**config.mk**
```make
export PLATFORM = sky130hd
export DESIGN_NAME = mpc_top
export DESIGN_NICKNAME = d
export VERILOG_FILES = /design/src/design/mpc_pkg.sv /design/src/design/mpc_top.sv /design/src/design/mpc_sync.sv
export SDC_FILE = /design/constraint.sdc
export NUM_CORES = 1
export LEC_CHECK = 0
export BUFFER_PORTS_ARGS = -buffer_cell sky130_fd_sc_hd__buf_4
export CAP_MARGIN = 20
export CORE_ASPECT_RATIO = 1.25
export CORE_MARGIN = 2
export CORE_UTILIZATION = 30
export DETAILED_ROUTE_END_ITERATION = 8
export HOLD_SLACK_MARGIN = 0.05
export PLACE_DENSITY = 0.56
export SLEW_MARGIN = 20
export SYNTH_ARGS = -nofsm -noshare
export SYNTH_HDL_FRONTEND = slang
export SYNTH_SLANG_ARGS = --single-unit
```
**constraint.sdc**
```tcl
create_clock -name clk_i -period 3.1 [get_ports clk_i]
set_input_delay 0.31 -clock clk_i [delete_from_list [all_inputs] [get_ports clk_i]]
set_output_delay 0.31 -clock clk_i [all_outputs]
set_load 0.02 [all_outputs]
```
**src/design/mpc_pkg.sv**
```systemverilog
// Constants, types and helpers for the multifunction pin configuration block.
// Assumes a 20 MHz system clock, a synchronous reset and a classic Wishbone master.
// ****************************************************************************
// Summary of operation
// - The master clock pin outputs a square wave of 13 MHz or 26 MHz chosen by software.
// - The master clock runs only while audio is active in audio mode, or always in continuous mode.
// - Nine pins each hold one selectable function: general input, general output or a custom function.
// - Network status can go on any of the first four pins, has no default and shows four states.
// - The receiver supply enable defaults to pin two, may move to pins one to four and switches the supply.
// - The receiver data-ready input is sensed only on pin three, which is its default.
// - The RTC sync output exists only on pin four and is off after reset.
// - SIM presence detection is an input on pin five only, which defaults to it.
// - In hot insertion mode the SIM interface is enabled on insertion and disabled on removal.
// - A pin set as general input lets software read its high or low level.
// - A pin set as general output drives a software level, and pin four defaults to it.
// - A disabled pin floats with its pull-down on, and pin one is disabled after reset.
// - The four audio pins default to the audio function and may become input, output or disabled.
// - With power saving on and the module idle, data-ready high raises the wake output.
// ****************************************************************************
package mpc_pkg;
    localparam int NUM_PINS = 9;
    localparam int ADR_W = 8;
    // Pin positions in the pin vectors.
    localparam int GENERAL_PIN_ONE = 0;
    localparam int GENERAL_PIN_TWO = 1;
    localparam int GENERAL_PIN_THREE = 2;
    localparam int GENERAL_PIN_FOUR = 3;
    localparam int GENERAL_PIN_FIVE = 4;
    localparam int AUDIO_TXD_PIN = 5;
    localparam int AUDIO_RXD_PIN = 6;
    localparam int AUDIO_CLK_PIN = 7;
    localparam int AUDIO_WORD_ALIGN_PIN = 8;
    // Function codes held per pin.
    typedef enum logic [3:0] {
        FN_DISABLED = 4'h0,
        FN_INPUT = 4'h1,
        FN_OUTPUT = 4'h2,
        FN_NET_STATUS = 4'h3,
        FN_RX_SUPPLY = 4'h4,
        FN_RX_READY = 4'h5,
        FN_RTC_SHARE = 4'h6,
        FN_SIM_DETECT = 4'h7,
        FN_SIM_HOT = 4'h8,
        FN_AUDIO = 4'h9
    } mpc_func_e;
    typedef enum logic [1:0] {
        NET_NONE = 2'h0,
        NET_HOME = 2'h1,
        NET_ROAM = 2'h2,
        NET_DATA = 2'h3
    } mpc_net_e;
    typedef enum logic {
        SIM_OFF = 1'h0,
        SIM_ON = 1'h1
    } mpc_sim_e;
    // Register byte addresses.
    localparam logic [7:0] ADDR_FUNC_BASE = 8'h00;
    localparam logic [7:0] ADDR_OUT_LEVEL = 8'h24;
    localparam logic [7:0] ADDR_IN_LEVEL = 8'h28;
    localparam logic [7:0] ADDR_NET = 8'h2C;
    localparam logic [7:0] ADDR_CTRL = 8'h30;
    localparam logic [7:0] ADDR_IRQ_STAT = 8'h34;
    localparam logic [7:0] ADDR_IRQ_MASK = 8'h38;
    localparam logic [7:0] ADDR_SIM = 8'h3C;
    // Control register fields.
    localparam int CTRL_W = 5;
    localparam int CTRL_RX_SUPPLY = 0;
    localparam int CTRL_MCLK_EN = 1;
    localparam int CTRL_MCLK_26 = 2;
    localparam int CTRL_MCLK_CONT = 3;
    localparam int CTRL_PWR_SAVE = 4;
    localparam logic [4:0] CTRL_RESET = 5'h00;
    // Interrupt status fields.
    localparam int IRQ_W = 4;
    localparam int IRQ_READY = 0;
    localparam int IRQ_SIM_IN = 1;
    localparam int IRQ_SIM_OUT = 2;
    localparam int IRQ_WAKE = 3;
    localparam logic [3:0] IRQ_RESET = 4'h0;
    localparam logic [8:0] OUT_LEVEL_RESET = 9'h000;
    // Network blink timing.
    localparam int CLK_HZ = 32'h0131_2D00;
    localparam int NET_HALF_MS = 32'h0000_01F4;
    localparam int NET_HALF_CYCLES = NET_HALF_MS * (CLK_HZ / 32'h0000_03E8);
    // Audio signals to and from the audio core.
    typedef struct packed {
        logic tx_data;
        logic clk_out;
        logic clk_oe;
        logic wa_out;
        logic wa_oe;
    } mpc_aud_tx_s;
    typedef struct packed {
        logic rx_data;
        logic clk_in;
        logic wa_in;
    } mpc_aud_rx_s;
    // Function held by a pin after reset.
    function automatic mpc_func_e default_func(input int pin);
        mpc_func_e f;
        f = FN_AUDIO;
        if (pin == GENERAL_PIN_ONE) f = FN_DISABLED;
        else if (pin == GENERAL_PIN_TWO) f = FN_RX_SUPPLY;
        else if (pin == GENERAL_PIN_THREE) f = FN_RX_READY;
        else if (pin == GENERAL_PIN_FOUR) f = FN_OUTPUT;
        else if (pin == GENERAL_PIN_FIVE) f = FN_SIM_DETECT;
        return f;
    endfunction
    // Whether a function code may be placed on a given pin.
    function automatic logic func_allowed(input int pin, input logic [3:0] code);
        logic ok;
        ok = 1'b0;
        case (code)
            FN_DISABLED, FN_INPUT, FN_OUTPUT: ok = 1'b1;
            FN_NET_STATUS, FN_RX_SUPPLY: ok = (pin <= GENERAL_PIN_FOUR);
            FN_RX_READY: ok = (pin == GENERAL_PIN_THREE);
            FN_RTC_SHARE: ok = (pin == GENERAL_PIN_FOUR);
            FN_SIM_DETECT, FN_SIM_HOT: ok = (pin == GENERAL_PIN_FIVE);
            FN_AUDIO: ok = (pin >= AUDIO_TXD_PIN);
            default: ok = 1'b0;
        endcase
        return ok;
    endfunction
endpackage

```
**src/design/mpc_top.sv**
```systemverilog
// Multifunction pin configuration with a Wishbone register port.
// Assumes a 20 MHz clk_i, synchronous rst_i and reference clocks of 13 and 26 MHz.
module mpc_top #(
    parameter int NET_HALF_CYCLES = mpc_pkg::NET_HALF_CYCLES
) (
    input wire logic clk_i,
    input wire logic rst_i,
    input wire logic wb_cyc_i,
    input wire logic wb_stb_i,
    input wire logic wb_we_i,
    input wire logic [7:0] wb_adr_i,
    input wire logic [3:0] wb_sel_i,
    input wire logic [31:0] wb_dat_i,
    output logic [31:0] wb_dat_o,
    output logic wb_ack_o,
    input wire logic [8:0] pin_i,
    output logic [8:0] pin_o,
    output logic [8:0] pin_oe_o,
    output logic [8:0] pin_pd_o,
    input wire logic mclk_ref13_i,
    input wire logic mclk_ref26_i,
    output logic master_clock_out_pin_o,
    input wire mpc_pkg::mpc_aud_tx_s aud_tx_i,
    output mpc_pkg::mpc_aud_rx_s aud_rx_o,
    input wire logic aud_active_i,
    input wire logic rtc_sync_i,
    input wire logic idle_i,
    output logic sim_enable_o,
    output logic wake_o,
    output logic irq_o
);
    localparam int QTR = (NET_HALF_CYCLES / 4 < 1) ? 1 : NET_HALF_CYCLES / 4;
    localparam int CW = (QTR < 2) ? 1 : $clog2(QTR);

    // ************************************************************************
    // State
    // ************************************************************************
    typedef struct packed {
        mpc_pkg::mpc_func_e [8:0] func;
        logic [8:0] out_lvl;
        mpc_pkg::mpc_net_e net;
        logic [4:0] ctrl;
        logic [3:0] irq_stat;
        logic [3:0] irq_mask;
        mpc_pkg::mpc_sim_e sim;
        logic sim_prev;
        logic rdy_prev;
        logic wake;
        logic gate;
        logic ack;
        logic [31:0] dat;
        logic [8:0] po;
        logic [8:0] poe;
        logic [8:0] ppd;
        mpc_pkg::mpc_aud_rx_s aud;
        logic [CW-1:0] cnt;
        logic [1:0] sub;
        logic fast;
        logic slow;
    } mpc_state_s;

    mpc_state_s s;
    mpc_state_s next_s;
    logic [8:0] pin_sync;

    // Pin levels cross into the clock domain here.
    mpc_sync #(
        .W(mpc_pkg::NUM_PINS)
    ) u_sync (
        .clk_i(clk_i),
        .rst_i(rst_i),
        .d_i(pin_i),
        .q_o(pin_sync)
    );

    // Merges write data into an old word under the byte enables.
    function automatic logic [31:0] wmerge(input logic [31:0] o, input logic [31:0] d, input logic [3:0] sel);
        logic [31:0] r;
        r = o;
        for (int b = 0; b < 4; b++) begin
            if (sel[b]) r[b*8 +: 8] = d[b*8 +: 8];
        end
        return r;
    endfunction

    // Builds the reset value of the whole state.
    function automatic mpc_state_s reset_state();
        mpc_state_s r;
        r = '0;
        for (int i = 0; i < mpc_pkg::NUM_PINS; i++) begin
            r.func[i] = mpc_pkg::default_func(i);
        end
        r.ctrl = mpc_pkg::CTRL_RESET;
        r.out_lvl = mpc_pkg::OUT_LEVEL_RESET;
        r.irq_stat = mpc_pkg::IRQ_RESET;
        r.irq_mask = mpc_pkg::IRQ_RESET;
        r.net = mpc_pkg::NET_NONE;
        r.sim = mpc_pkg::SIM_ON;
        return r;
    endfunction

    // ************************************************************************
    // Next state
    // ************************************************************************
    logic acc;
    logic wr;
    logic [3:0] idx;
    logic [31:0] rd;
    logic [31:0] wd;
    logic [8:0] in_lvl;
    logic net_lvl;
    logic rdy_on;
    logic rdy_rise;
    logic sim_on;
    logic sim_ins;
    logic sim_rem;
    logic [3:0] irq_set;
    logic [3:0] irq_clr;

    // Event detection on the synchronised pin levels.
    always_comb begin
        rdy_on = (s.func[mpc_pkg::GENERAL_PIN_THREE] == mpc_pkg::FN_RX_READY);
        rdy_rise = rdy_on & pin_sync[mpc_pkg::GENERAL_PIN_THREE] & ~s.rdy_prev;
        sim_on = (s.func[mpc_pkg::GENERAL_PIN_FIVE] == mpc_pkg::FN_SIM_DETECT)
            | (s.func[mpc_pkg::GENERAL_PIN_FIVE] == mpc_pkg::FN_SIM_HOT);
        sim_ins = sim_on & pin_sync[mpc_pkg::GENERAL_PIN_FIVE] & ~s.sim_prev;
        sim_rem = sim_on & ~pin_sync[mpc_pkg::GENERAL_PIN_FIVE] & s.sim_prev;
        for (int i = 0; i < mpc_pkg::NUM_PINS; i++) begin
            in_lvl[i] = (s.func[i] == mpc_pkg::FN_INPUT) & pin_sync[i];
        end
    end

    // Network status level from the blink phases.
    always_comb begin
        case (s.net)
            mpc_pkg::NET_NONE: net_lvl = 1'b0;
            mpc_pkg::NET_HOME: net_lvl = s.slow;
            mpc_pkg::NET_ROAM: net_lvl = s.fast;
            default: net_lvl = 1'b1;
        endcase
    end

    // Register access, pin drive and event handling.
    always_comb begin
        next_s = s;
        acc = wb_cyc_i & wb_stb_i & ~s.ack;
        wr = acc & wb_we_i;
        idx = wb_adr_i[5:2];
        next_s.ack = acc;
        rd = 32'h0000_0000;
        wd = 32'h0000_0000;
        irq_clr = 4'h0;
        // Read and write decode; unmapped addresses read zero and ignore writes.
        if (wb_adr_i < mpc_pkg::ADDR_OUT_LEVEL) begin
            rd = {28'h000_0000, s.func[idx]};
            wd = wmerge(rd, wb_dat_i, wb_sel_i);
            if (wr && mpc_pkg::func_allowed(int'(idx), wd[3:0])) begin
                next_s.func[idx] = mpc_pkg::mpc_func_e'(wd[3:0]);
            end
        end else if (wb_adr_i == mpc_pkg::ADDR_OUT_LEVEL) begin
            rd = {23'h00_0000, s.out_lvl};
            wd = wmerge(rd, wb_dat_i, wb_sel_i);
            if (wr) next_s.out_lvl = wd[8:0];
        end else if (wb_adr_i == mpc_pkg::ADDR_IN_LEVEL) begin
            rd = {23'h00_0000, in_lvl};
        end else if (wb_adr_i == mpc_pkg::ADDR_NET) begin
            rd = {30'h0000_0000, s.net};
            wd = wmerge(rd, wb_dat_i, wb_sel_i);
            if (wr) next_s.net = mpc_pkg::mpc_net_e'(wd[1:0]);
        end else if (wb_adr_i == mpc_pkg::ADDR_CTRL) begin
            rd = {27'h000_0000, s.ctrl};
            wd = wmerge(rd, wb_dat_i, wb_sel_i);
            if (wr) next_s.ctrl = wd[4:0];
        end else if (wb_adr_i == mpc_pkg::ADDR_IRQ_STAT) begin
            rd = {28'h000_0000, s.irq_stat};
            wd = wmerge(32'h0000_0000, wb_dat_i, wb_sel_i);
            if (wr) irq_clr = wd[3:0];
        end else if (wb_adr_i == mpc_pkg::ADDR_IRQ_MASK) begin
            rd = {28'h000_0000, s.irq_mask};
            wd = wmerge(rd, wb_dat_i, wb_sel_i);
            if (wr) next_s.irq_mask = wd[3:0];
        end else if (wb_adr_i == mpc_pkg::ADDR_SIM) begin
            rd = {30'h0000_0000, s.sim, s.sim_prev & sim_on};
        end
        if (acc) next_s.dat = rd;
        // Sticky events; a new event wins over a clear in the same cycle.
        irq_set = 4'h0;
        irq_set[mpc_pkg::IRQ_READY] = rdy_rise;
        irq_set[mpc_pkg::IRQ_SIM_IN] = sim_ins;
        irq_set[mpc_pkg::IRQ_SIM_OUT] = sim_rem;
        next_s.wake = s.ctrl[mpc_pkg::CTRL_PWR_SAVE] & idle_i & rdy_on
            & pin_sync[mpc_pkg::GENERAL_PIN_THREE];
        irq_set[mpc_pkg::IRQ_WAKE] = next_s.wake & ~s.wake;
        next_s.irq_stat = (s.irq_stat & ~irq_clr) | irq_set;
        next_s.rdy_prev = pin_sync[mpc_pkg::GENERAL_PIN_THREE];
        next_s.sim_prev = pin_sync[mpc_pkg::GENERAL_PIN_FIVE];
        // SIM interface follows insertion and removal in hot mode only.
        if (s.func[mpc_pkg::GENERAL_PIN_FIVE] == mpc_pkg::FN_SIM_HOT) begin
            case (s.sim)
                mpc_pkg::SIM_OFF: if (sim_ins) next_s.sim = mpc_pkg::SIM_ON;
                default: if (sim_rem) next_s.sim = mpc_pkg::SIM_OFF;
            endcase
        end
        // Master clock gate: continuous, or only while audio runs.
        next_s.gate = s.ctrl[mpc_pkg::CTRL_MCLK_EN]
            & (s.ctrl[mpc_pkg::CTRL_MCLK_CONT] | aud_active_i);
        // Blink phases for the network status pin.
        if (s.cnt == CW'(QTR - 1)) begin
            next_s.cnt = '0;
            next_s.fast = ~s.fast;
            next_s.sub = s.sub + 2'h1;
            if (s.sub == 2'h3) next_s.slow = ~s.slow;
        end else begin
            next_s.cnt = s.cnt + CW'(1);
        end
        // Per-pin drive and sense; only the selected function reaches a pin.
        for (int i = 0; i < mpc_pkg::NUM_PINS; i++) begin
            next_s.po[i] = 1'b0;
            next_s.poe[i] = 1'b0;
            next_s.ppd[i] = 1'b0;
            case (s.func[i])
                mpc_pkg::FN_DISABLED: next_s.ppd[i] = 1'b1;
                mpc_pkg::FN_OUTPUT: begin
                    next_s.poe[i] = 1'b1;
                    next_s.po[i] = s.out_lvl[i];
                end
                mpc_pkg::FN_NET_STATUS: begin
                    next_s.poe[i] = 1'b1;
                    next_s.po[i] = net_lvl;
                end
                mpc_pkg::FN_RX_SUPPLY: begin
                    next_s.poe[i] = 1'b1;
                    next_s.po[i] = s.ctrl[mpc_pkg::CTRL_RX_SUPPLY];
                end
                mpc_pkg::FN_RTC_SHARE: begin
                    next_s.poe[i] = 1'b1;
                    next_s.po[i] = rtc_sync_i;
                end
                mpc_pkg::FN_AUDIO: begin
                    if (i == mpc_pkg::AUDIO_TXD_PIN) begin
                        next_s.poe[i] = 1'b1;
                        next_s.po[i] = aud_tx_i.tx_data;
                    end else if (i == mpc_pkg::AUDIO_CLK_PIN) begin
                        next_s.poe[i] = aud_tx_i.clk_oe;
                        next_s.po[i] = aud_tx_i.clk_out;
                    end else if (i == mpc_pkg::AUDIO_WORD_ALIGN_PIN) begin
                        next_s.poe[i] = aud_tx_i.wa_oe;
                        next_s.po[i] = aud_tx_i.wa_out;
                    end
                end
                default: next_s.poe[i] = 1'b0;
            endcase
        end
        // Audio inputs read zero unless their pin holds the audio function.
        next_s.aud.rx_data = (s.func[mpc_pkg::AUDIO_RXD_PIN] == mpc_pkg::FN_AUDIO)
            & pin_sync[mpc_pkg::AUDIO_RXD_PIN];
        next_s.aud.clk_in = (s.func[mpc_pkg::AUDIO_CLK_PIN] == mpc_pkg::FN_AUDIO)
            & pin_sync[mpc_pkg::AUDIO_CLK_PIN];
        next_s.aud.wa_in = (s.func[mpc_pkg::AUDIO_WORD_ALIGN_PIN] == mpc_pkg::FN_AUDIO)
            & pin_sync[mpc_pkg::AUDIO_WORD_ALIGN_PIN];
    end

    // The whole state registers here.
    always_ff @(posedge clk_i) begin
        if (rst_i) begin
            s <= reset_state();
        end else begin
            s <= next_s;
        end
    end

    // ************************************************************************
    // Outputs
    // ************************************************************************
    // Register-driven outputs; the interrupt is the masked status.
    assign wb_dat_o = s.dat;
    assign wb_ack_o = s.ack;
    assign pin_o = s.po;
    assign pin_oe_o = s.poe;
    assign pin_pd_o = s.ppd;
    assign aud_rx_o = s.aud;
    assign sim_enable_o = (s.sim == mpc_pkg::SIM_ON);
    assign wake_o = s.wake;
    assign irq_o = |(s.irq_stat & s.irq_mask);

    // The reference clocks are gated by a flop of this domain; a gate change
    // may shorten one reference half period at the pin.
    assign master_clock_out_pin_o = s.gate
        & (s.ctrl[mpc_pkg::CTRL_MCLK_26] ? mclk_ref26_i : mclk_ref13_i);

    for (genvar g = 0; g < mpc_pkg::NUM_PINS; g++) begin : g_pin_chk

    end
endmodule

```
**src/design/mpc_sync.sv**
```systemverilog
// Two flip-flop synchroniser for a vector of pin levels.
// Assumes the inputs are asynchronous and the reset is synchronous to clk_i.
module mpc_sync #(
    parameter int W = 9
) (
    input wire logic clk_i,
    input wire logic rst_i,
    input wire logic [W-1:0] d_i,
    output logic [W-1:0] q_o
);
    typedef struct packed {
        logic [W-1:0] meta;
        logic [W-1:0] sync;
    } mpc_sync_s;

    mpc_sync_s s;
    mpc_sync_s next_s;

    // The first stage feeds only the second stage.
    always_comb begin
        next_s.meta = d_i;
        next_s.sync = s.meta;
    end

    // Both stages clear on reset.
    always_ff @(posedge clk_i) begin
        if (rst_i) begin
            s <= '0;
        end else begin
            s <= next_s;
        end
    end

    assign q_o = s.sync;
endmodule

```
Yosys cells after proc, flatten, opt, wreduce, memory -nomap -nowiden
Index checks and enable logic that the tools add are counted.
{"block": "totals", "elab_cells": 254, "register_bits": 172, "input_bits": 68}
{"block": "op_classes", "muxes": 57, "eq_ne": 75, "n_reduce_logical": 34, "bitwise_logic": 47, "n_addsub": 2, "order_cmp": 5}
{"op": "equality test 4 x 3 -> 1 bit, second input constant", "n": 26}
{"op": "equality test 4 x 2 -> 1 bit, second input constant", "n": 20}
{"op": "equality test 8 x 6 -> 1 bit, second input constant", "n": 7}
{"op": "2-to-1 mux 4 bit", "n": 14}
{"op": "equality test 4 x 1 -> 1 bit, second input constant", "n": 10}
{"op": "logical NOT 4 bit", "n": 10}
{"op": "bitwise mux 36 bit", "n": 1}
{"op": "OR reduction 4 bit", "n": 9}
{"op": "equality test 4 bit, second input constant", "n": 8}
{"op": "bitwise AND 1 bit", "n": 28}
{"op": "2-to-1 mux 9 bit", "n": 3}
{"op": "case mux 1 bit (4 select lines)", "n": 6}
{"op": "adder 22 x 1 -> 22 bit, second input constant", "n": 1}
{"op": "equality test 22 bit, second input constant", "n": 1}
{"op": "2-to-1 mux 1 bit", "n": 21}
{"op": "binary-select mux 4 bit (select 4 bit)", "n": 1}
{"op": "demux 4 bit (select 4 bit)", "n": 1}
{"op": "case mux 1 bit (5 select lines)", "n": 3}
{"op": "NOT 1 bit", "n": 13}
{"op": "2-to-1 mux 5 bit", "n": 2}
{"op": "AND reduction 9 bit", "n": 1}
{"op": "bitwise AND 4 bit", "n": 2}
{"op": "< comparator 8 x 6 -> 1 bit, second input constant", "n": 1}
{"op": "AND reduction 4 bit", "n": 2}
{"op": "22 further kinds", "n": 29}

Depth between registers and ports, before layout
Gate-level depths: netlist of run 1.
{"block": "logic_depth", "word_depth": 13, "mapped_depth": 10, "mapped_depth_nobuf": 8}

Hierarchy
Synthesis of run 1 repeated with hierarchy kept, for this count alone.
{"block": "unflattened", "cells_unflattened": 855, "area_unflattened_um2": 7275.7}
{"module": "mpc_top", "area_each_um2": 6786.5, "cells_each": 818, "seq_area_each_um2": 2622.5, "instances": 1}
{"module": "mpc_sync", "area_each_um2": 489.2, "cells_each": 37, "seq_area_each_um2": 360.3, "instances": 1}

Worst setup path after synthesis of run 1
OpenSTA, ideal clock, no wires.
{"block": "synth_timing", "path_type": "in2reg", "from": "input port wb_adr_i[2]", "to": "register s[140] (netlist bit)", "arrival_time_ns": 2.423, "n_path_buf": 1, "setup_slack_ns": 0.562, "cell_stages": 8, "cell_sequence": "buf_6 mux2i_1 o32ai_1 o41a_1 or3_4 a2111oi_4 a2bb2oi_2 and3_1"}
{"block": "synth_between", "elab_chain_len": 10}
{"element": "start: declaration", "line_no": "mpc_top.sv:11", "text": "input wire logic [7:0] wb_adr_i,"}
{"element": "binary-select mux 4 bit (select 4 bit)", "line_no": "mpc_top.sv:155", "text": "rd = {28'h000_0000, s.func[idx]};"}
{"element": "2-to-1 mux 4 bit (implied by the code)", "line_no": "mpc_top.sv:155"}
{"element": "2-to-1 mux 4 bit", "line_no": "mpc_top.sv:81", "text": "if (sel[b]) r[b*8 +: 8] = d[b*8 +: 8];"}
{"element": "2-to-1 mux 4 bit", "line_no": "mpc_top.sv:154", "text": "if (wb_adr_i < mpc_pkg::ADDR_OUT_LEVEL) begin"}
{"element": "equality test 4 x 1 -> 1 bit, or another cell as far along", "line_no": "mpc_pkg.sv:113", "text": "case (code)"}
{"element": "OR reduction 3 bit or OR reduction 2 bit (tied branches)", "line_no": "mpc_pkg.sv:113"}
{"element": "case mux 1 bit (6 select lines)", "line_no": "mpc_pkg.sv:113"}
{"element": "2-to-1 mux 1 bit", "line_no": "mpc_top.sv:154"}
{"element": "logical AND 1 bit", "line_no": "mpc_top.sv:157", "text": "if (wr && mpc_pkg::func_allowed(int'(idx), wd[3:0])) begin"}
{"element": "AND reduction 2 bit (no source line)"}
{"element": "end signal: assignment", "line_no": "mpc_top.sv:266", "text": "s <= reset_state();"}
{"element": "end signal: assignment", "line_no": "mpc_top.sv:268", "text": "s <= next_s;"}
{"element": "end: declaration", "line_no": "mpc_top.sv:62", "text": "mpc_state_s s;"}
Several ways; a longest one is shown, not always the timed one. The select of a mux whose other input is x is not followed.
A chain may end at the register's enable or synchronous reset.

Worst setup path in the final report of run 1
{"block": "layout_timing", "from": "register s[123] (netlist bit)", "to": "register s[120] (netlist bit)"}
{"block": "layout_between", "elab_chain_len": 10}
{"element": "binary-select mux 4 bit (select 4 bit) (*)", "line_no": "mpc_top.sv:155"}
{"element": "2-to-1 mux 4 bit (implied by the code) (*)", "line_no": "mpc_top.sv:155"}
{"element": "2-to-1 mux 4 bit (*)", "line_no": "mpc_top.sv:81"}
{"element": "2-to-1 mux 4 bit (*)", "line_no": "mpc_top.sv:154"}
{"element": "equality test 4 x 1 -> 1 bit, or another cell as far along", "line_no": "mpc_pkg.sv:113"}
{"element": "OR reduction 3 bit or OR reduction 2 bit (tied branches)", "line_no": "mpc_pkg.sv:113"}
{"element": "case mux 1 bit (6 select lines) (*)", "line_no": "mpc_pkg.sv:113"}
{"element": "2-to-1 mux 1 bit (*)", "line_no": "mpc_top.sv:154"}
{"element": "logical AND 1 bit (*)", "line_no": "mpc_top.sv:157"}
{"element": "AND reduction 2 bit (no source line) (*)"}
Mark *: on every way between the ends. The rest lies on a longest branch, timed or not. The select of a mux whose other input is x is not followed.

==> key figures, run 1 <==
Run
  – MaxCap Viol Count: 0

Synth
  – Top FF cell, synth: dfxtp_1
  – Number of synthesized flops with an enable pin: 0
  – Async S/R FF share, synth: 0%
  – Cell taking the most area after synthesis: dfxtp_1
  – Flops & latches, synth: 149
  – Mean Syn Cell Area: 8.58 sq um
  – Synth top area share: 40.3%
  – Count of different cell masters after synthesis: 68
  – Yosys Warn Count: 0
  – Synth Instances: 863
  – Sequential share of the synthesized area: 40.3%
  – Top cells by area, synth: dfxtp_1, mux2i_1, buf_4, nor2_1, nand2_1
  – Mapped Area: 0.00740 sq mm

Drt
  – Initial DRC count: a little under 300
  – DR WL/cell: between 15 and 20 um
  – First-pass DRT Iterations: 4
  – Drt drc: 0
  – Antenna Nets Post-Route: 0
  – Vias per cell: about 5
  – Final Routed Wirelength: 21300 um
  – Via count: 6211

Placement
  – Cell Area, Placed: approximately 0.0082 sq mm
  – RePlAce Congestion: between 0.9 and 1
  – Port-buffer cells: 86
  – Post-DP HPWL: 15900 um
  – Setup slack after placement: between 0.2 and 0.25 ns

Timing
  – Worst slew margin: 53.9%
  – Worst-Margin Slew: 0.691 ns
  – Unrepaired setup endpoints after global routing: no
  – Tcrit/Tclk final: 89.3%
  – Fin worst setup slack: 0.333 ns
  – Hold Vio Cnt, Final: 0
  – Sum Neg Setup Slack: 0 ns
  – Hold_ws: 0.0973 ns
  – Final Max Slew Viols: 0
  – Setup Skew: around 0.014 ns
  – FMAX: 361 MHz
  – Fin crit period: 2.77 ns
  – # setup viols final: 0

GRT
  – Congestion Overflow GR: 0
  – Vias in the first global route: 6006
  – Initial antenna violation count: 0
  – Total Routing Usage GR: around 17%
  – Largest net degree at the start of global routing: 66
  – Global-route wire length before repair: about 33000 um

Clocking
  – CTS Root Cell: clkbuf_16
  – Skew-Pair Late Insertion Delay: ~0.43 ns
  – Post-CTS Hold Buffers: 0
  – Maximum clock path buffer count: 2
  – Post CTS Setup Buffer Count: 0
  – H-tree depth: 4
  – Sink Count: 149
  – CTS tree: yes
  – Worst-path clk slew: about 0.06 ns
  – Post-cts sizing count: 0
  – Clock buffer count from CTS: 17

Setup path
  – CP most frequent cell: mux2i_1
  – Worst setup path class: register to register
  – Reg-to-reg critical path startpoint: s[123]
  – Max FO, Critical Path: 6
  – R2R Setup Slk: 0.33 ns
  – CP max stage delay: 0.59 ns
  – Critical path's slowest cell: or4_1
  – Crit end category: register
  – CP arrival: 3.12 ns
  – Critical R2R Capture: s[120]
  – CP Cell Sequence: mux2i_1 -> o21ai_0 -> o21ai_1 -> or4_1 -> a22o_1 -> o21ai_2 -> mux2i_1
  – Reg2reg path depth: 7
  – Crit start category: register
  – Data required time at the worst endpoint: between 3 and 4 ns

Die
  – Initial core utilization: 30.4%
  – Row Count: 64
  – Die H: 180 um
  – Area of the core: 0.0243 sq mm
  – Die Wd: between 100 and 150 um
  – Die area: around 0.026 sq mm
  – Top Ports: 135

Worst hold path
  – Worst hold start: pin_i[7]
  – Worst Hold Class: input pin to register
  – WHS Path Cells: 2
  – Hold Crit Endpoint: u_sync.next_s[7]

Power
  – Maximum VDD drop: 0.000378 V
  – Tot Pwr: 0.00432 W
  – P_leak: 3.56 nW
  – Power Density: 492 mW/mm^2

Cells and area
  – Layout cells sized above 1: 20.1%
  – Total Nets Final: about 1000
  – Area Growth Syn to Fin: 18.6%
  – Area occupied by registers: slightly below 0.003 sq mm
  – FILL cells: 2577
  – Multi-input logic area: 0.00376 sq mm
  – Inserted Diodes: 0
  – Design area: 0.00878 sq mm

Run status
  – Outcome: finished clean
[Yosys cell counts, types with 3 or more instances]
cell	number
and2_1	9
a31oi_1	11
xor2_1	13
a21oi_1	35
mux2_2	10
o22ai_1	3
o21ai_1	4
o211ai_1	6
or3_1	3
o21ai_0	36
buf_4	64
mux4_2	3
buf_1	3
o32ai_1	3
nand3_1	25
nor4b_1	9
a2bb2oi_2	3
nand2b_1	4
nor2_1	124
buf_2	4
xnor2_1	10
a2111oi_4	3
nand4_1	11
mux2i_1	62
nor4_1	7
clkbuf_1	36
and3_1	14
nand2_1	69
nor3b_1	5
inv_1	22
a32oi_1	5
nor3_1	26
dfxtp_1	149
o21ai_2	3
nor2b_1	25
[logic make-up (layout without fill, tap and decap cells)]
logic type | after synthesis | in the layout | synth area share (%)
adders and majority gates | 2 | 2 | 0.338
buffers and inverters | 130 | 183 | 10.0
DFF | 149 | 149 | 40.3
AOI/OAI and AO/OA | 139 | 139 | 13.4
and+or+nand+nor | 344 | 344 | 22.4
other | 1 | 23 | 0.0507
muxes | 75 | 75 | 10.8
xor gates and xnor gates | 23 | 23 | 2.72
[area by class of cell]
cell class / instances / share of cell area, %
Timing Repair Buffer: 129 / 11.2
Multi-Input combinational cell: 606 / 42.9
Clock inverter: 14 / 1.34
Sequential cell: 149 / 34.0
Inverter: 22 / 0.941
Tap cell: 330 / 4.70
Clock buffer: 18 / 5.00
[worst max-delay path: cells and delay by family, from the launching register on]
kind	cells	cell delay, ns
flip-flops	1	0.44
multiplexers	2	0.41
AO/OA/AOI/OAI	4	1.25
AND/OR/NAND/NOR	1	0.59
[how the worst max path moves through the flow]
stage,from,end,slack (ns),cells past startpoint
after global routing,s[119],s[132],0.16,9
after detailed placement,wb_adr_i[2],s[150],0.22,9
after CTS,s[123],s[151],0.34,7
after floorplan,wb_adr_i[2],s[140],0.56,8
after global placement,wb_adr_i[5],s[125],0.22,10
final,s[123],s[120],0.33,7
[layout by cell type (no fill, tap or decap), types with 4 or more instances in the layout]
master,instances
o21ai_0,36
and3_1,14
nand4_1,11
mux2_2,10
o21ai_1,4
nor4b_1,9
nor2b_1,25
mux2i_1,62
nor2_1,124
xnor2_1,10
a32oi_1,5
nor3b_1,5
buf_4,128
xor2_1,13
inv_6,5
nand2b_1,4
inv_1,22
a31oi_1,11
nand3_1,25
nand2_1,69
a21oi_1,35
nor4_1,7
and2_1,9
o211ai_1,6
dfxtp_1,149
nor3_1,26
conb_1,23
clkbuf_16,17
[per-layer routing]
metal / vias to the layer above / global-route usage [%] / routed length (um)
met5: - / 0 / 0
met2: 160 / 28.4 / 10500
met3: 33 / 3.25 / 932
met4: 0 / 6.29 / 592
li1: 3054 / - / -
met1: 2964 / 20.7 / 9270
[sequential cells by signal (all words and copies together), names as in the netlist]
name           cells
u_sync.q_o         9
sim_enable_o       1
aud_rx_o           3
s                 89
wb_dat_o           9
u_sync.next_s      9
pin_pd_o           9
pin_o              9
wake_o             1
wb_ack_o           1
pin_oe_o           9
[through the flow]
step	std cells	util (%)
floorplan	885	-
global placement	1236	33.8
detailed placement	1236	33.8
CTS	1268	36.1
global route	1268	36.1
finish	1268	36.1
[power by group]
part	switching, W	leakage (nW)	internal [W]
logic	0.000243	2.08	0.000149
registers	0.0000163	1.21	0.00194
clock network	0.000902	0.272	0.00107
total	0.00116	3.56	0.00316
Note: power is estimated with default switching activity, not from simulation.
==> inputs of run 2 (changes only) <==
ABC_AREA = 1   (was default)
SYNTH_HIERARCHICAL = 1   (was default)
==> key figures, run 2 <==
Run status
  – Outcome: finished clean

Die
  – Row Count: 64 (unchanged)
  – Die H: 179 um (-0.34%)
  – Die Wd: 144 um (-0.34%)
  – Area of the core: 0.0243 sq mm (-0.33%)
  – Top Ports: 135 (unchanged)
  – Die area: 0.0258 sq mm (-0.67%)
  – Initial core utilization: 30.3% (-0.11 points)

Placement
  – Post-DP HPWL: 15500 um (-2.6%)
  – RePlAce Congestion: 0.916 (-0.53%)
  – Cell Area, Placed: 0.00796 sq mm (-3.2%)
  – Port-buffer cells: 86 (unchanged)

Setup path
  – Worst setup path class: register to register
  – Crit end category: register
  – CP most frequent cell: nand2_1
  – Reg2reg path depth: 17 (+10)
  – Critical R2R Capture: s[139]
  – CP Cell Sequence: inv_1 -> o21ai_1 -> nand2_1 -> nand2_1 -> nand2_1 -> nand3_2 -> nand2_2 -> nand2_2 -> nand2_1 -> o21ai_0 -> nand3_1 -> nand2_4 -> buf_4 -> nand3_4 -> nand2_1 -> nand2_1 -> nor2_1
  – CP arrival: 2.93 ns (-0.19 ns)
  – CP startpoint: s[126]
  – Crit start category: register
  – Cell family with most CP delay: simple AND/OR/NAND/NOR gates
  – Worst path bufs/invs: 2 (+2)
  – R2R Setup Slk: 0.53 ns (+0.20 ns)
  – CP max stage delay: 0.41 ns (-0.18 ns)
  – Max FO, Critical Path: 14 (+8)
  – Data required time at the worst endpoint: 3.46 ns (about the same)
  – Critical path's slowest cell: dfxtp_1
  – Reg-to-reg critical path startpoint: s[126]

Cells and area
  – Area Growth Syn to Fin: 16.3%
  – FILL cells: 2617 (+1.6%)
  – Commonest cells after routing, fill and taps aside: nand2_1, dfxtp_1, nor2_1
  – Design area: 0.00855 sq mm (-2.6%)
  – Number of flip-flops in the largest register: 89 (unchanged)
  – Layout cells sized above 1: 14.2% (-5.9 points)
  – Commonest non-fill, non-tap cell in the layout: nand2_1
  – Total Nets Final: 1159 (+16%)
  – Fin util: 35.2% (-0.82 points)
  – Reg with most FFs: s
  – Inserted Diodes: 0 (unchanged)

GRT
  – Initial antenna violation count: 0 (unchanged)
  – Largest net degree at the start of global routing: 55 (-17%)
  – Vias in the first global route: 6170 (+2.7%)
  – Total Routing Usage GR: 16.4% (-0.29 points)
  – Congestion Overflow GR: 0 (unchanged)
  – Global-route wire length before repair: 32400 um (-2.1%)

Timing
  – Final Max Slew Viols: 0 (unchanged)
  – Hold_ws: 0.0800 ns (-0.0173 ns)
  – Fin crit period: 2.57 ns (-0.200 ns)
  – FMAX: 389 MHz (+7.8%)
  – Sum Neg Setup Slack: 0 ns (unchanged)
  – Worst slew margin: 52.9% (-0.97 points)
  – Setup Skew: 0.00884 ns (-0.00469 ns)
  – Tcrit/Tclk final: 82.8% (-6.4 points)
  – Unrepaired setup endpoints after global routing: no
  – Hold Vio Cnt, Final: 0 (unchanged)
  – Worst-Margin Slew: 0.705 ns (+0.0143 ns)
  – # setup viols final: 0 (unchanged)

Drt
  – Drt drc: 0 (unchanged)
  – Antenna Nets Post-Route: 0 (unchanged)
  – Vias per cell: 4.64 (-5.4%)
  – Final Routed Wirelength: 20600 um (-3.3%)
  – Initial DRC count: 450 (+53%)
  – DR WL/cell: 14.4 um (-14%)
  – Via count: 6639 (+6.9%)
  – First-pass DRT Iterations: 5 (+1)

Clocking
  – Skew-Pair Late Insertion Delay: 0.42 ns (about the same)
  – Post-cts sizing count: 0 (unchanged)
  – CTS tree: yes
  – Worst-path clk slew: 0.07 ns (about the same)
  – Clock buffer count from CTS: 17 (unchanged)
  – H-tree depth: 4 (unchanged)
  – Post CTS Setup Buffer Count: 0 (unchanged)
  – Post-CTS Hold Buffers: 0 (unchanged)
  – CTS Root Cell: clkbuf_16
  – Maximum clock path buffer count: 2 (unchanged)
  – Sink Count: 149 (unchanged)

Synth
  – Count leader, synth: nand2_1
  – Commonest cells post-synth: nand2_1, dfxtp_1, nor2_1
  – Number of synthesized flops with an enable pin: 0 (unchanged)
  – Async S/R FF share, synth: 0% (unchanged)
  – Mapped Area: 0.00735 sq mm (-0.69%)
  – Yosys Warn Count: 6 (+6)
  – Sequential share of the synthesized area: 40.6% (+0.28 points)
  – Flops & latches, synth: 149 (unchanged)
  – Top cells by area, synth: dfxtp_1, nand2_1, nor2_1, inv_1, buf_4
  – Synth Instances: 1037 (+20%)
  – Cell taking the most area after synthesis: dfxtp_1
  – Synth top area share: 40.6% (+0.28 points)
  – Top FF cell, synth: dfxtp_1
  – Count of different cell masters after synthesis: 48 (-29%)
  – Mean Syn Cell Area: 7.09 sq um (-17%)

Power
  – P_leak: 3.86 nW (+8.4%)
  – Maximum VDD drop: 0.000280 V (-26%)
  – Power Density: 513 mW/mm^2 (+4.2%)

Worst hold path
  – WHS Path Cells: 3 (+1)
  – Worst hold start: pin_i[6]
  – Hold Crit Endpoint: u_sync/next_s[6]
  – Worst Hold Class: input pin to register

Run
  – MaxCap Viol Count: 0 (unchanged)
[run 2: cell count changes after synthesis, moves of 13 or more]
cell,previous run,this run
a21oi_1,35,48
and3_1,14,0
clkbuf_1,36,13
inv_1,22,134
mux2i_1,62,0
nand2_1,69,204
nand3_1,25,69
nand4_1,11,35
nor2_1,124,145
nor2b_1,25,0
[run 2: worst max path at each step]
stage              to  slack [ns]  cells past startpoint
6_report       s[139]        0.53                     17
3_3_place_gp   s[143]        0.47                     18
5_1_grt        s[118]        0.33                     16
2_1_floorplan  s[134]        1.02                     20
4_1_cts        s[119]        0.56                     15
3_5_place_dp   s[139]        0.48                     16
[run 2: metrics by stage]
step,setup WS (ns),total power [W],cells
2_1_floorplan,1.02,0.00225,1059
3_3_place_gp,0.473,0.00232,1400
3_5_place_dp,0.479,0.00232,1400
4_1_cts,0.564,0.00444,1432
5_1_grt,0.330,0.00455,1432
6_report,0.532,0.00439,1432
[run 2: cell type report]
| class | instances | area [sq um] | share of cell area [%] |
|---|---|---|---|
| Multi-Input combinational cell | 681 | 3280 | 38.4 |
| Clock buffer | 17 | 425 | 4.98 |
| Tap cell | 330 | 413 | 4.83 |
| Timing Repair Buffer | 101 | 758 | 8.87 |
| Inverter | 139 | 522 | 6.10 |
| Clock inverter | 15 | 166 | 1.95 |
| Sequential cell | 149 | 2980 | 34.9 |
[run 2: where the power goes]
group | internal, W | switching, W | leakage (nW) | total [W]
logic | 0.000103 | 0.000223 | 2.36 | 0.000326
registers | 0.00194 | 0.0000122 | 1.21 | 0.00195
clock network | 0.00121 | 0.000898 | 0.293 | 0.00211
total | 0.00325 | 0.00113 | 3.86 | 0.00439
[run 2: logic make-up (layout without fill, tap and decap cells)]
group,Yosys count,in the layout,share of synthesized area [%]
other cells,1,23,0.0510
flops,149,149,40.6
buf+inv,229,272,15.9
simple gates,511,511,31.0
compound gates,139,139,11.4
xor+xnor,6,6,0.715
fa+ha+maj,2,2,0.340
[run 2: routing by layer]
layer	vias to the layer above	track usage [%]	wire [um]
li1	3400	-	-
met5	-	0	0
met3	32	3.21	966
met4	0	5.80	486
met1	3046	20.4	8900
met2	161	28.2	10300
[run 2: worst reg2reg max path: stages (launching register included)]
cell,delay [ns]
dfxtp_1,0.41
inv_1,0.12
o21ai_1,0.23
nand2_1,0.08
nand2_1,0.07
nand2_1,0.08
nand3_2,0.11
nand2_2,0.07
nand2_2,0.18
nand2_1,0.09
o21ai_0,0.16
nand3_1,0.14
nand2_4,0.22
buf_4,0.25
nand3_4,0.11
nand2_1,0.07
nand2_1,0.04
nor2_1,0.08
